File: src/cqm_cfg.svh
// constant offsets, field positions, reset values and timing counts of the quality monitor
`ifndef CQM_CFG_SVH
`define CQM_CFG_SVH
// ****************************************
// register byte offsets
// ****************************************
`define CQM_ADR_CONFIG 8'h00
`define CQM_ADR_MSE_RESULT 8'h04
`define CQM_ADR_MSE_WORST 8'h08
`define CQM_ADR_INDEX_RESULT 8'h0C
`define CQM_ADR_THRESH_BASE 8'h10
`define CQM_ADR_THRESH_LAST 8'h28
// ****************************************
// config register fields and the worst index field position
// ****************************************
`define CQM_CFG_ENABLE_BIT 0
`define CQM_CFG_SQUARE_BIT 1
`define CQM_CFG_GAIN_LSB 2
`define CQM_CFG_SCALE_LSB 6
`define CQM_CFG_PAIR_LSB 10
`define CQM_CFG_CAPTURE_BIT 15
`define CQM_INDEX_WORST_LSB 4
// ****************************************
// reset values
// ****************************************
`define CQM_CFG_RESET 32'h0000_0000
`define CQM_THRESH_RESET 9'h1FF
`define CQM_INDEX_WORST_RESET 3'h7
// ****************************************
// slicer levels, thresholds and error bounds
// ****************************************
`define CQM_LEVEL_OUTER 10'sd128
`define CQM_LEVEL_INNER 10'sd64
`define CQM_THR_GIG_OUTER 10'sd96
`define CQM_THR_GIG_INNER 10'sd32
`define CQM_THR_FAST 10'sd64
`define CQM_ERR_BOUND_GIG 11'd32
`define CQM_ERR_BOUND_FAST 11'd64
`define CQM_MSE_MAX 9'h1FF
// ****************************************
// snapshot period
// ****************************************
`define CQM_SNAP_TIME_US 1000
`define CQM_SYMBOL_RATE_MHZ 125
`define CQM_SNAP_SYMBOLS (`CQM_SNAP_TIME_US * `CQM_SYMBOL_RATE_MHZ)
`endif

File: src/cqm_pkg.sv
// shared types of the quality monitor
`default_nettype none
package cqm_pkg;
    typedef logic signed [9:0] sample_t;
    // per-symbol receive samples for the four cable pairs
    typedef struct packed {
        logic valid;
        logic gbps;
        sample_t [3:0] lane;
    } sym_bus_t;
    // software controls steering the filters
    typedef struct packed {
        logic enable;
        logic square_sel;
        logic [3:0] filter_gain_shift;
        logic [3:0] error_scale_shift;
        logic [1:0] cable_pair_select;
    } cfg_t;
    // bus slave states
    typedef enum logic [1:0] {
        BUS_IDLE = 2'b01,
        BUS_ACK = 2'b10
    } bus_state_t;
endpackage
`default_nettype wire

File: src/pair_filter.sv
// slicer, error shaping, low-pass filter and millisecond snapshot for one cable pair
`timescale 1ns/1ns
`default_nettype none
`include "cqm_cfg.svh"
module pair_filter
    import cqm_pkg::*;
(
    input wire logic sys_clk,
    input wire logic sys_rst,
    input wire logic sym_valid,
    input wire logic gbps,
    input wire sample_t sample,
    input wire cfg_t cfg,
    input wire logic snap,
    output logic [8:0] mse_ff
);
    logic signed [10:0] level;
    logic signed [10:0] err;
    logic [10:0] err_abs;
    logic [10:0] err_bound;
    logic [6:0] err_clip;
    logic [6:0] err_scaled;
    logic [12:0] err_proc;
    logic [20:0] state_ff;
    logic signed [21:0] diff;
    logic signed [21:0] step;
    logic [20:0] nxt_state;
    logic [12:0] filt_int;
    logic [12:0] filt_scaled;
    logic [8:0] nxt_mse;

    // decide the symbol against the compare thresholds
    assign level = gbps ?
        ((sample < -`CQM_THR_GIG_OUTER) ? -11'(`CQM_LEVEL_OUTER) :
         (sample < -`CQM_THR_GIG_INNER) ? -11'(`CQM_LEVEL_INNER) :
         (sample <= `CQM_THR_GIG_INNER) ? 11'sd0 :
         (sample <= `CQM_THR_GIG_OUTER) ? 11'(`CQM_LEVEL_INNER) :
         11'(`CQM_LEVEL_OUTER)) :
        ((sample < -`CQM_THR_FAST) ? -11'(`CQM_LEVEL_OUTER) :
         (sample <= `CQM_THR_FAST) ? 11'sd0 :
         11'(`CQM_LEVEL_OUTER));

    // distance from the ideal level, clipped to the speed's bound
    assign err = 11'(sample) - level;
    assign err_abs = err[10] ? 11'(-err) : 11'(err);
    assign err_bound = gbps ? `CQM_ERR_BOUND_GIG : `CQM_ERR_BOUND_FAST;
    assign err_clip = (err_abs > err_bound) ? err_bound[6:0] : err_abs[6:0];

    // doubling at gigabit, then optional squaring
    assign err_scaled = gbps ? {err_clip[5:0], 1'b0} : err_clip;
    assign err_proc = cfg.square_sel ? 13'(err_scaled * err_scaled) : 13'(err_scaled);

    // first-order low-pass, eight fraction bits keep small steps alive
    assign diff = $signed({1'b0, err_proc, 8'h00}) - $signed({1'b0, state_ff});
    assign step = diff >>> cfg.filter_gain_shift;
    assign nxt_state = 21'($signed({1'b0, state_ff}) + step);

    // scale the integer part into 0..511 with saturation
    assign filt_int = state_ff[20:8];
    assign filt_scaled = filt_int >> cfg.error_scale_shift;
    assign nxt_mse = (filt_scaled > 13'(`CQM_MSE_MAX)) ? `CQM_MSE_MAX : filt_scaled[8:0];

    // filter state, held at zero while measurement is off
    always_ff @(posedge sys_clk or posedge sys_rst) begin
        if (sys_rst) begin
            state_ff <= 21'h00_0000;
        end else if (!cfg.enable) begin
            state_ff <= 21'h00_0000;
        end else if (sym_valid) begin
            state_ff <= nxt_state;
        end
    end

    // millisecond snapshot of the scaled figure
    always_ff @(posedge sys_clk or posedge sys_rst) begin
        if (sys_rst) begin
            mse_ff <= 9'h000;
        end else if (!cfg.enable) begin
            mse_ff <= 9'h000;
        end else if (snap) begin
            mse_ff <= nxt_mse;
        end
    end
endmodule
`default_nettype wire

File: src/channel_quality_monitor.sv
// receive channel quality monitor with wishbone register access
`timescale 1ns/1ns
`default_nettype none
`include "cqm_cfg.svh"
module channel_quality_monitor
    import cqm_pkg::*;
#(
    parameter int unsigned SNAP_SYMBOLS = `CQM_SNAP_SYMBOLS
) (
    input wire logic sys_clk,
    input wire logic sys_rst,
    input wire logic wb_cyc_i,
    input wire logic wb_stb_i,
    input wire logic wb_we_i,
    input wire logic [7:0] wb_adr_i,
    input wire logic [3:0] wb_sel_i,
    input wire logic [31:0] wb_dat_i,
    output logic [31:0] wb_dat_o,
    output logic wb_ack_o,
    input wire sym_bus_t sym_in,
    output logic link_drop_permit
);
    // ****************************************
    // declarations
    // ****************************************
    bus_state_t bus_state_ff;
    bus_state_t nxt_bus_state;
    cfg_t cfg_ff;
    cfg_t cfg_new;
    logic [8:0] thresh_ff [1:7];
    logic [8:0] mse_res_ff;
    logic [8:0] mse_worst_ff;
    logic [2:0] idx_res_ff;
    logic [2:0] idx_worst_ff;
    logic [16:0] sym_cnt_ff;
    logic snap;
    logic snap_d_ff;
    logic [8:0] pair_mse [0:3];
    logic [2:0] pair_idx [0:3];
    logic [3:0] pair_fail;
    logic req;
    logic wr_take;
    logic rd_take;
    logic [31:0] wmask;
    logic [31:0] cfg_img;
    logic [31:0] cfg_wr;
    logic capture;
    logic [1:0] cap_pair;
    logic sel_cfg;
    logic sel_mse;
    logic sel_worst;
    logic sel_idx;
    logic sel_thr;
    logic [2:0] thr_num;
    logic [31:0] rd_mux;
    logic [8:0] sel_mse_now;
    logic [2:0] sel_idx_now;
    logic [8:0] mse_track_base;
    logic [2:0] idx_track_base;
    logic snap_seen_ff;
    logic [8:0] cap_mse;
    logic [2:0] cap_idx;
    logic snap_upd;
    logic [8:0] thr_old;
    logic [8:0] thr_wr;

    // ****************************************
    // quality index mapping
    // ****************************************
    // highest-numbered threshold not exceeded, 0 when above all seven thresholds
    function automatic logic [2:0] to_index(input logic [8:0] mse, input logic [62:0] thr);
        logic [2:0] idx;
        idx = 3'h0;
        for (int k = 1; k <= 7; k++) begin
            if (mse <= thr[9*(k-1) +: 9]) begin
                idx = 3'(k);
            end
        end
        return idx;
    endfunction

    logic [62:0] thr_flat;
    assign thr_flat = {thresh_ff[7], thresh_ff[6], thresh_ff[5], thresh_ff[4],
                       thresh_ff[3], thresh_ff[2], thresh_ff[1]};

    // ****************************************
    // per-pair filters
    // ****************************************
    // symbol counter marks each millisecond boundary
    assign snap = sym_in.valid && (sym_cnt_ff == 17'(SNAP_SYMBOLS - 1));

    always_ff @(posedge sys_clk or posedge sys_rst) begin
        if (sys_rst) begin
            sym_cnt_ff <= 17'h0_0000;
        end else if (!cfg_ff.enable || snap) begin
            sym_cnt_ff <= 17'h0_0000;
        end else if (sym_in.valid) begin
            sym_cnt_ff <= sym_cnt_ff + 17'h0_0001;
        end
    end

    // one independent filter per cable pair
    for (genvar p = 0; p < 4; p++) begin : g_pair
        pair_filter u_pair (
            .sys_clk(sys_clk),
            .sys_rst(sys_rst),
            .sym_valid(sym_in.valid),
            .gbps(sym_in.gbps),
            .sample(sym_in.lane[p]),
            .cfg(cfg_ff),
            .snap(snap),
            .mse_ff(pair_mse[p])
        );
        assign pair_idx[p] = to_index(pair_mse[p], thr_flat);
        assign pair_fail[p] = (pair_idx[p] == 3'h0);
    end

    // quality drop only permitted at index zero of a valid square-mode measurement
    assign link_drop_permit = cfg_ff.enable && cfg_ff.square_sel && snap_seen_ff
                              && pair_fail[cfg_ff.cable_pair_select];

    // at least one snapshot since enable before a drop may be permitted
    always_ff @(posedge sys_clk or posedge sys_rst) begin
        if (sys_rst) begin
            snap_seen_ff <= 1'b0;
        end else if (!cfg_ff.enable) begin
            snap_seen_ff <= 1'b0;
        end else if (snap) begin
            snap_seen_ff <= 1'b1;
        end
    end

    // ****************************************
    // wishbone slave
    // ****************************************
    // ack one cycle after the request, dropped the cycle after
    assign req = wb_cyc_i && wb_stb_i;
    assign nxt_bus_state = (bus_state_ff == BUS_IDLE && req) ? BUS_ACK : BUS_IDLE;
    assign wb_ack_o = (bus_state_ff == BUS_ACK);
    assign wr_take = wb_ack_o && req && wb_we_i;
    assign rd_take = wb_ack_o && req && !wb_we_i;

    always_ff @(posedge sys_clk or posedge sys_rst) begin
        if (sys_rst) begin
            bus_state_ff <= BUS_IDLE;
        end else begin
            case (bus_state_ff)
                BUS_IDLE: bus_state_ff <= nxt_bus_state;
                BUS_ACK: bus_state_ff <= BUS_IDLE;
                default: bus_state_ff <= BUS_IDLE;
            endcase
        end
    end

    // address decode
    assign sel_cfg = (wb_adr_i == `CQM_ADR_CONFIG);
    assign sel_mse = (wb_adr_i == `CQM_ADR_MSE_RESULT);
    assign sel_worst = (wb_adr_i == `CQM_ADR_MSE_WORST);
    assign sel_idx = (wb_adr_i == `CQM_ADR_INDEX_RESULT);
    assign sel_thr = (wb_adr_i >= `CQM_ADR_THRESH_BASE) && (wb_adr_i <= `CQM_ADR_THRESH_LAST)
                     && (wb_adr_i[1:0] == 2'h0);
    assign thr_num = 3'((wb_adr_i - `CQM_ADR_THRESH_BASE) >> 2) + 3'h1;

    // byte lane merge of the config image
    assign wmask = {{8{wb_sel_i[3]}}, {8{wb_sel_i[2]}}, {8{wb_sel_i[1]}}, {8{wb_sel_i[0]}}};
    assign cfg_img = 32'(cfg_ff.enable) << `CQM_CFG_ENABLE_BIT
                   | 32'(cfg_ff.square_sel) << `CQM_CFG_SQUARE_BIT
                   | 32'(cfg_ff.filter_gain_shift) << `CQM_CFG_GAIN_LSB
                   | 32'(cfg_ff.error_scale_shift) << `CQM_CFG_SCALE_LSB
                   | 32'(cfg_ff.cable_pair_select) << `CQM_CFG_PAIR_LSB;
    assign cfg_wr = (cfg_img & ~wmask) | (wb_dat_i & wmask);
    assign cfg_new.enable = cfg_wr[`CQM_CFG_ENABLE_BIT];
    assign cfg_new.square_sel = cfg_wr[`CQM_CFG_SQUARE_BIT];
    assign cfg_new.filter_gain_shift = cfg_wr[`CQM_CFG_GAIN_LSB +: 4];
    assign cfg_new.error_scale_shift = cfg_wr[`CQM_CFG_SCALE_LSB +: 4];
    assign cfg_new.cable_pair_select = cfg_wr[`CQM_CFG_PAIR_LSB +: 2];

    // capture request rides on a config write, never stored
    assign capture = wr_take && sel_cfg && cfg_wr[`CQM_CFG_CAPTURE_BIT];
    assign cap_pair = cfg_new.cable_pair_select;
    // figure and index of the pair named in the capture write
    assign cap_mse = pair_mse[cap_pair];
    assign cap_idx = pair_idx[cap_pair];

    // read data selection, capture bit always reads zero
    assign rd_mux = sel_cfg ? cfg_img :
                    sel_mse ? 32'(mse_res_ff) :
                    sel_worst ? 32'(mse_worst_ff) :
                    sel_idx ? (32'(idx_res_ff) | (32'(idx_worst_ff) << `CQM_INDEX_WORST_LSB)) :
                    sel_thr ? 32'(thresh_ff[thr_num]) : 32'h0000_0000;

    // registered read data, loaded when a read request is seen in idle, so it is ready with the ack
    always_ff @(posedge sys_clk or posedge sys_rst) begin
        if (sys_rst) begin
            wb_dat_o <= 32'h0000_0000;
        end else if (req && bus_state_ff == BUS_IDLE && !wb_we_i) begin
            wb_dat_o <= rd_mux;
        end
    end

    // ****************************************
    // software registers
    // ****************************************
    // config register, the capture bit is never stored
    always_ff @(posedge sys_clk or posedge sys_rst) begin
        if (sys_rst) begin
            cfg_ff <= cfg_t'(12'(`CQM_CFG_RESET));
        end else if (wr_take && sel_cfg) begin
            cfg_ff <= cfg_new;
        end
    end

    // byte-lane merge of a threshold write
    assign thr_old = thresh_ff[thr_num];
    assign thr_wr = {wb_sel_i[1] ? wb_dat_i[8] : thr_old[8],
                     wb_sel_i[0] ? wb_dat_i[7:0] : thr_old[7:0]};

    // threshold registers one to seven
    always_ff @(posedge sys_clk or posedge sys_rst) begin
        if (sys_rst) begin
            for (int k = 1; k <= 7; k++) begin
                thresh_ff[k] <= `CQM_THRESH_RESET;
            end
        end else if (wr_take && sel_thr) begin
            thresh_ff[thr_num] <= thr_wr;
        end
    end

    // capture loads figure and index of the chosen pair
    always_ff @(posedge sys_clk or posedge sys_rst) begin
        if (sys_rst) begin
            mse_res_ff <= 9'h000;
            idx_res_ff <= 3'h0;
        end else if (capture) begin
            mse_res_ff <= cap_mse;
            idx_res_ff <= cap_idx;
        end
    end

    // ****************************************
    // worst-case trackers
    // ****************************************
    // a fresh snapshot of the selected pair lands one cycle after snap
    always_ff @(posedge sys_clk or posedge sys_rst) begin
        if (sys_rst) begin
            snap_d_ff <= 1'b0;
        end else begin
            snap_d_ff <= snap;
        end
    end

    assign sel_mse_now = pair_mse[cfg_ff.cable_pair_select];
    assign sel_idx_now = pair_idx[cfg_ff.cable_pair_select];
    // a read restarts from the current result; a new value in the same cycle still counts
    assign mse_track_base = (rd_take && sel_mse) ? mse_res_ff : mse_worst_ff;
    assign idx_track_base = (rd_take && sel_idx) ? idx_res_ff : idx_worst_ff;
    // a snapshot counts for the trackers only while measuring
    assign snap_upd = snap_d_ff && cfg_ff.enable;

    always_ff @(posedge sys_clk or posedge sys_rst) begin
        if (sys_rst) begin
            mse_worst_ff <= 9'h000;
        end else if (capture && cap_mse > mse_track_base) begin
            mse_worst_ff <= cap_mse;
        end else if (snap_upd && sel_mse_now > mse_track_base) begin
            mse_worst_ff <= sel_mse_now;
        end else begin
            mse_worst_ff <= mse_track_base;
        end
    end

    always_ff @(posedge sys_clk or posedge sys_rst) begin
        if (sys_rst) begin
            idx_worst_ff <= `CQM_INDEX_WORST_RESET;
        end else if (capture && cap_idx < idx_track_base) begin
            idx_worst_ff <= cap_idx;
        end else if (snap_upd && sel_idx_now < idx_track_base) begin
            idx_worst_ff <= sel_idx_now;
        end else begin
            idx_worst_ff <= idx_track_base;
        end
    end
endmodule
`default_nettype wire

File: config.mk
export PLATFORM = sky130hd
export DESIGN_NAME = channel_quality_monitor
export DESIGN_NICKNAME = d
export VERILOG_FILES = /design/src/cqm_pkg.sv /design/src/pair_filter.sv /design/src/channel_quality_monitor.sv
export VERILOG_INCLUDE_DIRS = /design/src /design/src/src
export SDC_FILE = /design/constraint.sdc
export NUM_CORES = 2
export LEC_CHECK = 0
export BUFFER_PORTS_ARGS = -buffer_cell sky130_fd_sc_hd__buf_2
export CORE_ASPECT_RATIO = 1.75
export CORE_MARGIN = 2
export CORE_UTILIZATION = 40
export DETAILED_ROUTE_END_ITERATION = 16
export MAX_ROUTING_LAYER = met4
export PLACE_DENSITY_LB_ADDON = 0.12
export SETUP_SLACK_MARGIN = 0.5
export SYNTH_ARGS = -nofsm -noshare
export SYNTH_HDL_FRONTEND = slang
export SYNTH_HIERARCHICAL = 1
export SYNTH_SLANG_ARGS = --single-unit
File: constraint.sdc
create_clock -name sys_clk -period 9.4 [get_ports sys_clk]
set_input_delay 1.88 -clock sys_clk [delete_from_list [all_inputs] [get_ports sys_clk]]
set_output_delay 1.88 -clock sys_clk [all_outputs]
set_load 0.005 [all_outputs]
==> impl_metrics.yaml <==
drt:
  antenna_left: 0
  route.vias.total: 40886
  drcViolationCount: 0
  wl_per_cell_um: 19.7
  drt-initial-drc-count: 1810
  routed_wirelength_um: 142000
  vias_per_cell: 5.67
  first_pass_iters: 5
timing:
  maxSlewHeadroom_pct: 33.9
  period_share_pct: 130
  setup_viol: 84
  tightest_slew_ps: 984
  hold_viol_final: 0
  skew_ps: 24.7
  rsz0062_at_grt: "true"
  timing.setup.tns_ps: -152630
  maxSlewViolCount: 0
  timing.final.crit_period_ps: 12200
  worst_slack_ps: -2800
  max_freq_mhz: 82.0
placed_design:
  place_ws_ps: -3900
  place_area_um2: 47700
  portBuffers: 83
  dp_hpwl_um: 112000
  place_congestion: 1.00
power_and_ir_drop:
  power_density_nw_per_um2: 76.3
  intPower_mw: 2.63
  leakagePower_nw: 24.4
  p_comb_share_pct: 43.0
  clock_power_share_pct: 29.5
  p_total_mw: 3.98
  swShare_pct: 33.8
  seqPwrFrac_pct: 27.5
  p_switching_mw: 1.35
  vdd_drop_max_uv: 124
worst_setup_path:
  max_stage_delay_ps: 520
  crit_top_cell: "inv_2"
  critPathBufInv: 11
  r2r_slack_ps: 3200
  start_kind: "input pin"
  path_delay_family: "adder cells"
  crit_required_ps: 9920
  critPathCaptureType: "flip-flop"
  cpMaxStageDelayCell: "mux4_2"
  r2r_cells: 25
  crit_arrival_ps: 12710
  crit_type: "in -> reg"
  cp_max_fo: 3
  reg2reg_to: "g_pair[2].u_pair/state_ff[20]"
clocking:
  cts_htree_levels: 1
  clkSlewWorstSetupHoldPaths_ps: 70
  cts_hold_buf: 0
  insertion_delay_ps: 610
  numCtsBuffers: 26
  cts_tree: "built"
  cts-root-buf: "clkbuf_16"
  cts_num_sinks: 252
  clockBufferDepth: 3
global_routing:
  overflow: 0
  grt_pass1_wl_um: 222000
  grt_max_degree: 73
  antenna_found_initial: 2
  grtUsageTotal_pct: 28.1
  grt_pass1_vias: 41888
logic_synthesis:
  seq_area_frac_synth_pct: 16.2
  yosysUniqueCellTypes: 126
  synthTopCellsByArea: "ha_1 (17%), dfrtp_1 (12%), mux2i_1 (5.1%)"
  synth_area_leader_cell: "ha_1"
  synth-seq-cells: 252
  syn-instance-count: 5016
  synth.top_cell.area_share_pct: 17.2
  synth_ff_type: "dfrtp_1"
  synth-edff-count: 0
  ys_warn_count: 6
  syn_area_um2: 39600
  synth-async-reset-ratio_pct: 100
  syn_avg_cell_area_um2: 7.89
outcome:
  status: "finished with violations"
  violations: "setup timing"
final_layout:
  final_cell_area_um2: 52200
  drive_gt1_share_pct: 30.9
  postLayoutCoreUtil_pct: 53.2
  seqCellArea_um2: 6420
  nets: 6579
  multi_input_area_um2: 33800
  num-fill-cells: 9513
  syn_to_final_growth_pct: 31.9
floorplan:
  ios: 125
  core_um2: 98100
  dieHeight_um: 420
  dieArea_um2: 102000
  placementRows: 152
  start_util_pct: 40.3
  die_w_um: 242
hold_path:
  whs_path_depth: 2
  min_path_type: "reg -> reg"
  hold_path.startpoint: "wb_dat_o[10]"
  holdPathEnd: "wb_dat_o[10]"
job:
  cap_violations: 0
-- stage by stage --
stage,instances,hold WS [ps]
2_1_floorplan,5035,463
3_3_place_gp,7010,448
3_5_place_dp,7010,456
4_1_cts,7173,471
5_1_grt,7215,507
6_report,7215,468
-- worst max-delay path by stage --
stage                                     to  slack [ps]  cells after the start  startpoint
2_1_floorplan  g_pair[3].u_pair/state_ff[20]       -3540                     54  sym_in[33]
6_report       g_pair[3].u_pair/state_ff[20]       -2800                     55  sym_in[32]
4_1_cts        g_pair[3].u_pair/state_ff[20]       -3070                     57  sym_in[32]
5_1_grt        g_pair[3].u_pair/state_ff[20]       -3320                     59  sym_in[32]
3_5_place_dp   g_pair[3].u_pair/state_ff[20]       -3900                     51  sym_in[33]
3_3_place_gp   g_pair[3].u_pair/state_ff[20]       -3700                     54  sym_in[33]
-- worst min-delay path: stages (launching register included) --
cell	delay, ps
dfrtp_1	350
nand2_1	50
nand2_1	40
-- kinds of logic (layout without fill, tap and decap cells) --
kind of cell,Yosys count,after routing,synth area share [%]
AOI/OAI and AO/OA,1398,1398,23.4
xor gates and xnor gates,226,226,5.10
adders and majority gates,603,603,20.2
buffers and inverters,568,1438,5.82
DFF,252,252,16.2
muxes,313,313,9.53
other,1,21,0.00948
and+or+nand+nor,1655,1655,19.7
-- Yosys cell counts, drive strengths merged, types with 77 or more instances --
| library cell | n |
|---|---|
| a211oi | 86 |
| a21o | 103 |
| a21oi | 378 |
| clkbuf | 165 |
| dfrtp | 185 |
| ha | 543 |
| inv | 333 |
| mux2i | 201 |
| nand2 | 529 |
| nand3 | 117 |
| nor2 | 467 |
| nor2b | 101 |
| nor3 | 116 |
| o21ai | 303 |
| xnor2 | 149 |
| xor2 | 77 |
-- registers in the layout, summed over array words and instances (netlist names), named ones only --
signal                  count
snap_seen_ff                1
cfg_ff                      2
mse_worst_ff                9
bus_state_ff                2
mse_res_ff                  9
g_pair.u_pair/state_ff     84
sym_cnt_ff                 17
g_pair.u_pair/mse_ff       36
wb_dat_o                   12
idx_res_ff                  3
thr_flat                   63
idx_worst_ff                3
snap_d_ff                   1
-- placed cells by master (no fill, tap or decap), types with 50 or more instances in the layout --
master / instances
mux2i_1: 183
a21oi_2: 74
o211ai_1: 58
nand2_1: 497
mux2_2: 57
nand4_1: 64
nand3_1: 105
o21ai_0: 249
and3_1: 51
a21o_1: 103
nor3_1: 101
ha_1: 496
dfstp_2: 67
buf_2: 74
buf_6: 74
a21oi_1: 289
buf_4: 889
xor2_1: 66
a31oi_1: 50
a211oi_1: 65
nor2_1: 435
xnor2_1: 119
dfrtp_1: 175
nor2b_1: 95
o21a_1: 69
fa_1: 52
inv_1: 294
-- per-layer routing --
layer / track usage [%] / share of wire [%]
met1: 27.1 / 36
met2: 54.6 / 54
met3: 2.25 / 3.2
met4: 15.9 / 6.9
met5: - / 0
-- power by group through the flow --
stage	registers (mW)	logic, mW	clock network [mW]
after floorplan	1.11	0.866	0
after global placement	1.11	1.48	0
after detailed placement	1.11	1.50	0
after CTS	1.10	1.63	1.20
after global routing	1.10	1.87	1.23
final	1.09	1.71	1.17
-- final cells by class --
type | instances | area share, %
antenna | 1 | 0.00480
sequential | 252 | 12.3
inverter | 345 | 2.52
multi-input combinational | 4215 | 64.9
clock inverter | 15 | 0.386
tap | 1309 | 3.14
timing repair buffer | 1045 | 15.4
clock buffer | 33 | 1.41
-- repair_timing --
item                       CTS  global route
resized for setup          250           226
pin swaps                  225           203
setup buffers              115            41
setup endpoints to repair   84            84
Power figures use the tool's default switching activity.
